`src/gpp_pkg.sv`:
```
/*
 * Constants and carrier types for the GPIO port block: register
 * selects, sub-register codes, reset values and pin index map.
 * Assumes eight ports of eight pins, flattened to a 64-bit vector
 * with port A in bits 7:0 and port H in bits 63:56.
 */
package gpp_pkg;

    // ************************************************************
    // Geometry
    // ************************************************************
    localparam int NPIN = 64;

    // ************************************************************
    // Per-port register selects and sub-register codes
    // ************************************************************
    localparam logic [1:0] REG_ADDR = 2'h0;
    localparam logic [1:0] REG_CTL = 2'h1;
    localparam logic [1:0] REG_IN = 2'h2;
    localparam logic [1:0] REG_OUT = 2'h3;

    localparam logic [7:0] SUB_DIR = 8'h01;
    localparam logic [7:0] SUB_AF = 8'h02;
    localparam logic [7:0] SUB_EDGE = 8'h03;
    localparam logic [7:0] SUB_WAKE = 8'h04;
    localparam logic [7:0] SUB_ANY = 8'h05;

    // ************************************************************
    // Reset values
    // ************************************************************
    localparam logic [7:0] RST_ADDR = 8'h00;
    localparam logic [63:0] RST_DIR = 64'hFFFF_FFFF_FFFF_FFFF;
    localparam logic [63:0] RST_AF = 64'h0000_0000_0000_0000;
    localparam logic [63:0] RST_ZERO = 64'h0000_0000_0000_0000;
    localparam logic [7:0] RD_ZERO = 8'h00;

    // Pins whose interrupt may fire on both edges
    localparam logic [63:0] ANY_EDGE_OK = 64'h0000_0000_0000_00FF;

    // ************************************************************
    // Alternate function pin indices
    // ************************************************************
    localparam int IDX_SER0_RX = 4;
    localparam int IDX_SER0_TX = 5;
    localparam int IDX_SPI_SS = 18;
    localparam int IDX_SPI_SCK = 19;
    localparam int IDX_SPI_MOSI = 20;
    localparam int IDX_SPI_MISO = 21;
    localparam int IDX_SER1_RX = 28;
    localparam int IDX_SER1_TX = 29;

    // ************************************************************
    // Carriers
    // ************************************************************
    typedef struct packed {
        logic [63:0] out;
        logic [63:0] oe;
    } gpp_pin_drv_t;

    typedef struct packed {
        logic serial0_receive_pin;
        logic serial1_receive_pin;
        logic spi_ss;
        logic spi_sck;
        logic spi_mosi;
        logic spi_miso;
    } gpp_periph_in_t;

endpackage

```
`src/gpp_sync.sv`:
```
/*
 * Two-stage synchroniser for the 64 pin inputs.
 * Assumes pins are asynchronous to i_mclk; only the second stage
 * may be read by downstream logic.
 */
`timescale 1ns/1ps

module gpp_sync (
    input wire logic i_mclk,
    input wire logic i_nrst,
    input wire logic [63:0] i_async,
    output logic [63:0] o_sync
);
    import gpp_pkg::*;

    logic [63:0] meta_reg;
    logic [63:0] sync_reg;
    logic [63:0] meta_next;
    logic [63:0] sync_next;

    always_comb begin
        meta_next = i_async;
        sync_next = meta_reg;
    end

    always_ff @(posedge i_mclk) begin
        if (!i_nrst) begin
            meta_reg <= RST_ZERO;
            sync_reg <= RST_ZERO;
        end else begin
            meta_reg <= meta_next;
            sync_reg <= sync_next;
        end
    end

    assign o_sync = sync_reg;

endmodule

```
`src/gpp_port.sv`:
```
/*
 * GPIO port logic for eight ports of eight pins: indirect
 * direction and alternate-function sub-registers, pin drive,
 * input capture, edge interrupts and stop-mode pin wake-up.
 * Assumes a core-side register strobe on i_mclk, a stop-mode level
 * from the power controller that falls when the recovery delay
 * ends, and peripherals that own the alternate pin functions.
 */
// What this block does
// - Each pin may be a stop wake source; any level change starts recovery.
// - A pin wake pulses the watchdog stop-recovery flag set.
// - Input capture freezes in stop; only levels lasting past recovery land.
// - Short pulses may wake yet never reach capture or interrupts.
// - Interrupts on chosen rising or falling edge, or both edges on some pins.
// - Four registers per port; address and control give indirect access.
// - Address 01H makes control access the direction sub-register.
// - Direction 0 drives output data onto the pin.
// - Direction 1 tri-states the driver and samples the pin.
// - An enabled alternate function overrides the direction setting.
// - Address 02H selects alternate-function bits handing pins to peripherals.
// - Each alternate-function bit affects only its own pin.
// - Third port bits 2 to 5 carry SPI select, clock, MOSI, MISO.
// - Port A and D bits 4, 5 carry serial 0 and 1 receive, transmit.
`timescale 1ns/1ps

module gpp_port (
    input wire logic i_mclk,
    input wire logic i_nrst,
    input wire logic [2:0] i_port_sel,
    input wire logic [1:0] i_reg_sel,
    input wire logic i_wr_en,
    input wire logic [7:0] i_wr_data,
    output logic [7:0] o_rd_data,
    input wire logic [63:0] i_pin_in,
    output gpp_pkg::gpp_pin_drv_t o_pin,
    input wire gpp_pkg::gpp_pin_drv_t i_alt_drv,
    output logic [63:0] o_alt_in,
    output gpp_pkg::gpp_periph_in_t o_periph,
    input wire logic i_stop_mode,
    output logic o_stop_recover,
    output logic o_wdt_stop_flag_set,
    output logic [63:0] o_pin_irq
);
    import gpp_pkg::*;

    // ************************************************************
    // State
    // ************************************************************
    logic [63:0] addr_reg;
    logic [63:0] dir_reg;
    logic [63:0] af_reg;
    logic [63:0] edge_reg;
    logic [63:0] wake_reg;
    logic [63:0] any_reg;
    logic [63:0] outd_reg;
    logic [63:0] in_reg;
    logic [63:0] wref_reg;
    logic [63:0] irq_reg;
    logic [63:0] altin_reg;
    logic [63:0] pout_reg;
    logic [63:0] poe_reg;
    logic [7:0] rd_reg;
    logic wake_pulse_reg;
    logic [5:0] last_base_reg;

    logic [63:0] addr_next;
    logic [63:0] dir_next;
    logic [63:0] af_next;
    logic [63:0] edge_next;
    logic [63:0] wake_next;
    logic [63:0] any_next;
    logic [63:0] outd_next;
    logic [63:0] in_next;
    logic [63:0] irq_next;
    logic [63:0] altin_next;
    logic [63:0] pout_next;
    logic [63:0] poe_next;
    logic [7:0] rd_next;
    logic wake_pulse_next;

    logic [63:0] sync_pin;
    logic [5:0] base;
    logic [7:0] sub_sel;
    logic [63:0] rise;
    logic [63:0] fall;

    // ************************************************************
    // Pin synchroniser
    // ************************************************************
    gpp_sync u_sync (
        .i_mclk(i_mclk),
        .i_nrst(i_nrst),
        .i_async(i_pin_in),
        .o_sync(sync_pin)
    );

    assign base = {i_port_sel, 3'h0};
    assign sub_sel = addr_reg[base +: 8];

    // ************************************************************
    // Register file: pointer and data pair per port
    // ************************************************************
    always_comb begin
        addr_next = addr_reg;
        dir_next = dir_reg;
        af_next = af_reg;
        edge_next = edge_reg;
        wake_next = wake_reg;
        any_next = any_reg;
        outd_next = outd_reg;
        if (i_wr_en) begin
            unique case (i_reg_sel)
                REG_ADDR: addr_next[base +: 8] = i_wr_data;
                REG_CTL: begin
                    // Unmapped sub-register codes ignore writes
                    if (sub_sel == SUB_DIR) begin
                        dir_next[base +: 8] = i_wr_data;
                    end else if (sub_sel == SUB_AF) begin
                        af_next[base +: 8] = i_wr_data;
                    end else if (sub_sel == SUB_EDGE) begin
                        edge_next[base +: 8] = i_wr_data;
                    end else if (sub_sel == SUB_WAKE) begin
                        wake_next[base +: 8] = i_wr_data;
                    end else if (sub_sel == SUB_ANY) begin
                        any_next[base +: 8] = i_wr_data;
                    end
                end
                REG_OUT: outd_next[base +: 8] = i_wr_data;
                REG_IN: begin
                end
            endcase
        end
    end

    // Read data is registered: it reflects selects of the prior edge
    always_comb begin
        rd_next = RD_ZERO;
        unique case (i_reg_sel)
            REG_ADDR: rd_next = addr_reg[base +: 8];
            REG_CTL: begin
                if (sub_sel == SUB_DIR) begin
                    rd_next = dir_reg[base +: 8];
                end else if (sub_sel == SUB_AF) begin
                    rd_next = af_reg[base +: 8];
                end else if (sub_sel == SUB_EDGE) begin
                    rd_next = edge_reg[base +: 8];
                end else if (sub_sel == SUB_WAKE) begin
                    rd_next = wake_reg[base +: 8];
                end else if (sub_sel == SUB_ANY) begin
                    rd_next = any_reg[base +: 8];
                end
            end
            REG_IN: rd_next = in_reg[base +: 8];
            REG_OUT: rd_next = outd_reg[base +: 8];
        endcase
    end

    // ************************************************************
    // Input capture, edges and wake-up
    // ************************************************************
    always_comb begin
        // Capture stalls in stop, so a pulse gone before recovery ends
        // leaves no trace in capture or interrupts
        in_next = i_stop_mode ? in_reg : sync_pin;
        rise = ~in_reg & in_next;
        fall = in_reg & ~in_next;
        // Single edge by polarity bit, both edges where allowed
        irq_next = (any_reg & ANY_EDGE_OK & (rise | fall))
            | (~(any_reg & ANY_EDGE_OK) & ~edge_reg & rise)
            | (~(any_reg & ANY_EDGE_OK) & edge_reg & fall);
        // Wake compares against the live synchronised level, not the
        // frozen capture, so even a short pulse is seen
        wake_pulse_next = i_stop_mode && |(wake_reg & (sync_pin ^ wref_reg));
        altin_next = af_reg & sync_pin;
    end

    // ************************************************************
    // Pin drive, one slice per pin
    // ************************************************************
    genvar g;
    generate
        for (g = 0; g < NPIN; g++) begin : g_pin
            always_comb begin
                if (af_reg[g]) begin
                    pout_next[g] = i_alt_drv.out[g];
                    poe_next[g] = i_alt_drv.oe[g];
                end else begin
                    pout_next[g] = outd_reg[g];
                    poe_next[g] = ~dir_reg[g];
                end
            end
        end
    endgenerate

    always_ff @(posedge i_mclk) begin
        if (!i_nrst) begin
            addr_reg <= {8{RST_ADDR}};
            dir_reg <= RST_DIR;
            af_reg <= RST_AF;
            edge_reg <= RST_ZERO;
            wake_reg <= RST_ZERO;
            any_reg <= RST_ZERO;
            outd_reg <= RST_ZERO;
            in_reg <= RST_ZERO;
            wref_reg <= RST_ZERO;
            irq_reg <= RST_ZERO;
            altin_reg <= RST_ZERO;
            pout_reg <= RST_ZERO;
            poe_reg <= RST_ZERO;
            rd_reg <= RD_ZERO;
            wake_pulse_reg <= 1'b0;
            last_base_reg <= 6'h00;
        end else begin
            addr_reg <= addr_next;
            dir_reg <= dir_next;
            af_reg <= af_next;
            edge_reg <= edge_next;
            wake_reg <= wake_next;
            any_reg <= any_next;
            outd_reg <= outd_next;
            in_reg <= in_next;
            wref_reg <= sync_pin;
            irq_reg <= irq_next;
            altin_reg <= altin_next;
            pout_reg <= pout_next;
            poe_reg <= poe_next;
            rd_reg <= rd_next;
            wake_pulse_reg <= wake_pulse_next;
            last_base_reg <= base;
        end
    end

    // ************************************************************
    // Outputs
    // ************************************************************
    assign o_rd_data = rd_reg;
    assign o_pin.out = pout_reg;
    assign o_pin.oe = poe_reg;
    assign o_alt_in = altin_reg;
    assign o_pin_irq = irq_reg;
    assign o_stop_recover = wake_pulse_reg;
    assign o_wdt_stop_flag_set = wake_pulse_reg;
    assign o_periph.serial0_receive_pin = altin_reg[IDX_SER0_RX];
    assign o_periph.serial1_receive_pin = altin_reg[IDX_SER1_RX];
    assign o_periph.spi_ss = altin_reg[IDX_SPI_SS];
    assign o_periph.spi_sck = altin_reg[IDX_SPI_SCK];
    assign o_periph.spi_mosi = altin_reg[IDX_SPI_MOSI];
    assign o_periph.spi_miso = altin_reg[IDX_SPI_MISO];

    // ************************************************************
    // Checks
    // ************************************************************
    chk_wake_start: assert property (
        @(posedge i_mclk) disable iff (!i_nrst)
        (i_stop_mode && |(wake_reg & (sync_pin ^ wref_reg)))
            |=> o_stop_recover)
        else $error("enabled pin change in stop did not wake");

    chk_wake_flag: assert property (
        @(posedge i_mclk) disable iff (!i_nrst)
        $rose(o_stop_recover) |-> o_wdt_stop_flag_set && $past(i_stop_mode))
        else $error("stop flag set not paired with wake");

    chk_capture_frozen: assert property (
        @(posedge i_mclk) disable iff (!i_nrst)
        i_stop_mode |=> in_reg == $past(in_reg))
        else $error("input capture changed during stop");

    chk_no_irq_stop: assert property (
        @(posedge i_mclk) disable iff (!i_nrst)
        i_stop_mode |=> o_pin_irq == RST_ZERO)
        else $error("pin interrupt raised during stop");

    chk_rise_irq: assert property (
        @(posedge i_mclk) disable iff (!i_nrst)
        (!i_stop_mode && !in_reg[0] && sync_pin[0] && !edge_reg[0])
            |=> o_pin_irq[0])
        else $error("rising edge on pin 0 gave no interrupt");

    chk_pin_drive: assert property (
        @(posedge i_mclk) disable iff (!i_nrst)
        ##1 o_pin.oe == (($past(af_reg) & $past(i_alt_drv.oe))
            | ~($past(af_reg) | $past(dir_reg))))
        else $error("pin enable does not follow direction or override");

    chk_ctl_read: assert property (
        @(posedge i_mclk) disable iff (!i_nrst)
        (i_reg_sel == REG_CTL && sub_sel == SUB_DIR)
            |=> o_rd_data == $past(dir_reg[base +: 8]))
        else $error("control read missed direction sub-register");

    chk_af_write: assert property (
        @(posedge i_mclk) disable iff (!i_nrst)
        (i_wr_en && i_reg_sel == REG_CTL && sub_sel == SUB_AF)
            |=> af_reg[last_base_reg +: 8] == $past(i_wr_data)
            && dir_reg == $past(dir_reg))
        else $error("alternate function write went astray");

    chk_spi_map: assert property (
        @(posedge i_mclk) disable iff (!i_nrst)
        ##1 o_periph.spi_sck == ($past(af_reg[IDX_SPI_SCK])
            & $past(sync_pin[IDX_SPI_SCK])))
        else $error("SPI clock not routed from port C bit 3");

    chk_uart_map: assert property (
        @(posedge i_mclk) disable iff (!i_nrst)
        ##1 o_periph.serial1_receive_pin == ($past(af_reg[IDX_SER1_RX])
            & $past(sync_pin[IDX_SER1_RX])))
        else $error("serial 1 receive not routed from port D bit 4");

endmodule

```
`config.mk`:
```
export PLATFORM = sky130hd
export DESIGN_NAME = gpp_port
export DESIGN_NICKNAME = d
export VERILOG_FILES = /design/src/gpp_pkg.sv /design/src/gpp_sync.sv /design/src/gpp_port.sv
export SDC_FILE = /design/constraint.sdc
export NUM_CORES = 2
export LEC_CHECK = 0
export ABC_CLOCK_PERIOD_IN_PS = 4850
export BUFFER_PORTS_ARGS = -buffer_cell sky130_fd_sc_hd__buf_4
export CAP_MARGIN = 20
export CORE_MARGIN = 5
export CORE_UTILIZATION = 35
export DETAILED_ROUTE_END_ITERATION = 6
export RECOVER_POWER = 100
export SYNTH_ARGS = -nofsm -noshare
export SYNTH_HDL_FRONTEND = slang
export SYNTH_SLANG_ARGS = --single-unit
```
`constraint.sdc`:
```
create_clock -name i_mclk -period 4.85 [get_ports i_mclk]
set_input_delay 0.2425 -clock i_mclk [delete_from_list [all_inputs] [get_ports i_mclk]]
set_output_delay 0.2425 -clock i_mclk [all_outputs]
set_load 0.01 [all_outputs]
```
==> flow_summary.ini <==
[timing]
final.setup.tns_ps = 0
post-route-min-period_ps = 4150
setup_repair_after_global_routing_missed_its_margin = false
worst-slew-pin-transition_ps = 2120
skew_ps = 32.6
slew_viols_final = 422
max-slew-margin-rel = -0.410
min_period_over_period = 0.855
max_freq_mhz = 241
final_setup_viols = 0
final_hold_viol_count = 0

[yosys]
synth_fp_nets = 3819
synth.area.top_cells = sky130_fd_sc_hd__dfxtp_1 (49%), sky130_fd_sc_hd__mux2i_1 (14%), sky130_fd_sc_hd__mux4_2 (7.8%)
synth_cells = 3589
proportion_of_synthesized_flip_flops_having_asynchronous_set_or_reset = 0
yosysTopAreaCellShare = 0.491
post-synth-top-area-cell = sky130_fd_sc_hd__dfxtp_1
synthesis.yosys.warnings = 0
mean_instance_size_in_the_synthesized_netlist_um2 = 11.0
syn_area_um2 = 39500
synth_flop_type = sky130_fd_sc_hd__dfxtp_1
synth.lib_cells_used.distinct = 51
seq_area_frac_synth = 0.491
synth_enable_flop_cells = 0
ys_seq_elements = 969

[setup_path]
worst_setup_path_start_kind = register
worst-r2r-cell-count = 8
max_stage_delay_ps = 870
cp_max_delay_cell = sky130_fd_sc_hd__nor2_1
timing.critical_path.to_type = register
critical_path_arrival_ps = 4770
critical_path_peak_fanout = 10
cp_top_family = simple AND/OR/NAND/NOR gates
worst-endpoint-required_ps = 5470
criticalPathCategory = reg -> reg
r2r-start = addr_reg[11]$_SDFFE_PN0P_
cp_cell_sequence = mux4_1, mux2_1, nor4b_1, clkbuf_1, nand4_1, nor2_1, buf_4, mux2i_1
timing.critical_path.buf_inv = 2
r2r_slack_ps = 700
r2r_end = wake_reg[52]$_SDFFE_PN0P_

[final_layout]
post_layout_nonfiller_instances = 5818
layout_common_cells = sky130_fd_sc_hd__dfxtp_1 (969), sky130_fd_sc_hd__mux2i_1 (534), sky130_fd_sc_hd__nand2_1 (391), sky130_fd_sc_hd__nor2b_1 (338), sky130_fd_sc_hd__clkbuf_1 (312)
num-nets-final = 4453
share_of_post_route_cells_with_drive_strength_above_1 = 0.158
commonest_non_fill_non_tap_cell_in_the_layout = sky130_fd_sc_hd__dfxtp_1
area_growth_pct = 24.1

[flow_run]
max_cap_viol_count = 6

[routing]
route.vias.total = 30600
post-route-drc-count = 0
viasPerCell = 5.27
route.final.wire_length_mm = 163
ant_nets = 0
dr.first_iter.drc_count = 3369
detail_route.wl_per_cell_um = 28.1
drt_pre_antenna_iters = 5

[hold_path]
min-delay-path-class = in -> reg
hold_depth = 3
holdCritStartpoint = i_wr_data[7]
min_to = addr_reg[7]$_SDFFE_PN0P_

[global_route]
grt_pass1_vias = 29600
grt_remaining_overflow = 0
grt_start_max_net_pins = 207
grt_util_all_layers = 0.260
grt_pass1_wl_mm = 227
initial_antenna_violation_count = 19

[floorplanning]
design.die.area_um2 = 120000
die_width_um = 346
fp.dieH_um = 346
rows = 123
ioPinCount = 481
floorplan.initialDensity = 0.352
core_area_um2 = 112000

[clocking]
cts_inserted_buffers = 107
cts-root-buf = sky130_fd_sc_hd__clkbuf_16
cts_htree_levels = 3
clock_tree.buffer_depth = 3
cts.clk_slew.worst_paths_ps = 60
cts.repair.resized = 0
cts.sink_count = 969
clkLatencyLatePin_ps = 710
clock_tree_from_tritoncts = yes
cts_post_setup_buffers_inserted = 0

[placement]
place.gp.congestion = 0.957
port_buffers = 480
placedCellCount = 5423
hpwl_mm = 118

[status]
violations = capacitance limit, slew limit
run_status = finished with violations

[power]
ir_worst_vdd_uv = 268
p_leak_nw = 18.2
totalPowerFinal_w = 0.0179
power.density_cell_area_nw_per_um2 = 365
[metal layers]
layer  vias up  track usage  wire (µm)
met2      1388        0.411      74000
met3       312       0.0473      13800
li1      13700            -          -
met4         4        0.107       7280
met5         -            0         21
met1     15300        0.352      68100
[stage by stage]
stage | hold slack (ps) | util | setup slack, ps | cell area [µm²]
after floorplan | 370 | - | 963 | 39500
after global placement | 417 | 0.398 | 728 | 44700
after detailed placement | 417 | 0.398 | 859 | 44700
after CTS | 15.9 | 0.448 | 1330 | 50400
after global routing | 46.2 | 0.436 | 622 | 49000
final | 59.7 | 0.437 | 702 | 49000
[kinds of logic after synthesis]
| group | Yosys count | share of synthesized area |
|---|---|---|
| adders and majority gates | 21 | 0.00665 |
| and+or+nand+nor | 1310 | 0.195 |
| xor gates and xnor gates | 64 | 0.0142 |
| AOI/OAI and AO/OA | 291 | 0.0454 |
| muxes | 695 | 0.223 |
| DFF | 969 | 0.491 |
| buffers and inverters | 239 | 0.0250 |
[cell usage after synthesis (3+ instances only)]
master / number
sky130_fd_sc_hd__o211a_1: 8
sky130_fd_sc_hd__a32o_1: 8
sky130_fd_sc_hd__and2_1: 280
sky130_fd_sc_hd__xor2_1: 64
sky130_fd_sc_hd__nand4_1: 9
sky130_fd_sc_hd__a21boi_0: 46
sky130_fd_sc_hd__inv_1: 18
sky130_fd_sc_hd__or2_2: 3
sky130_fd_sc_hd__nor4_4: 24
sky130_fd_sc_hd__nor2_2: 16
sky130_fd_sc_hd__o21ai_0: 112
sky130_fd_sc_hd__dfxtp_1: 969
sky130_fd_sc_hd__buf_1: 21
sky130_fd_sc_hd__mux2i_1: 535
sky130_fd_sc_hd__nand3_1: 21
sky130_fd_sc_hd__a22oi_1: 32
sky130_fd_sc_hd__clkbuf_1: 180
sky130_fd_sc_hd__nand3b_1: 50
sky130_fd_sc_hd__mux4_1: 7
sky130_fd_sc_hd__and3_1: 74
sky130_fd_sc_hd__ha_1: 21
sky130_fd_sc_hd__buf_6: 4
sky130_fd_sc_hd__a21oi_1: 62
sky130_fd_sc_hd__nor2b_1: 338
sky130_fd_sc_hd__nor3b_1: 3
sky130_fd_sc_hd__buf_4: 7
sky130_fd_sc_hd__buf_2: 5
sky130_fd_sc_hd__a31oi_1: 5
sky130_fd_sc_hd__a211oi_1: 8
sky130_fd_sc_hd__or3b_2: 51
sky130_fd_sc_hd__mux2_2: 15
sky130_fd_sc_hd__a22o_1: 8
sky130_fd_sc_hd__nand2_1: 391
sky130_fd_sc_hd__mux4_2: 137
sky130_fd_sc_hd__nand4_2: 3
sky130_fd_sc_hd__nor2_1: 35
[report_power, final]
group	switching (W)	total [W]	internal [W]
sequential	0.000116	0.00817	0.00805
combinational	0.000601	0.00106	0.000455
clock	0.00350	0.00868	0.00519
[worst max path at each step]
stage	cells past startpoint	slack (ps)	startpoint	end
floorplan	12	960	i_port_sel[1]	addr_reg[56]$_SDFFE_PN0P_
global placement	9	730	i_port_sel[0]	any_reg[23]$_SDFFE_PN0P_
detailed placement	8	860	i_port_sel[0]	dir_reg[52]$_SDFFE_PN1P_
CTS	7	1330	addr_reg[11]$_SDFFE_PN0P_	dir_reg[52]$_SDFFE_PN1P_
global route	4	620	i_nrst	any_reg[19]$_SDFFE_PN0P_
finish	8	700	addr_reg[11]$_SDFFE_PN0P_	wake_reg[52]$_SDFFE_PN0P_
[area by class of cell]
| class | instances | area (µm²) |
|---|---|---|
| sequential | 969 | 19400 |
| tap | 1500 | 1880 |
| timing repair buffer | 744 | 4970 |
| clock inverter | 48 | 633 |
| inverter | 20 | 75.1 |
| fill | 10900 | 63300 |
| clock buffer | 147 | 3120 |
| antenna | 9 | 22.5 |
| multi-input combinational | 2381 | 18900 |
[worst reg2reg max path: cells and delay by family, from the launching register on]
kind	cells	cell delay, ps
and+or+nand+nor	3	1880
DFF	1	310
muxes	3	1090
buffers and inverters	2	790
[repair_timing]
item / CTS / global route
hold buffers: 191 / 0
endpoints found under the hold margin: 195 / 0
endpoints found under the setup margin: 0 / 0
No activity file was read; power rests on OpenSTA's default activity.
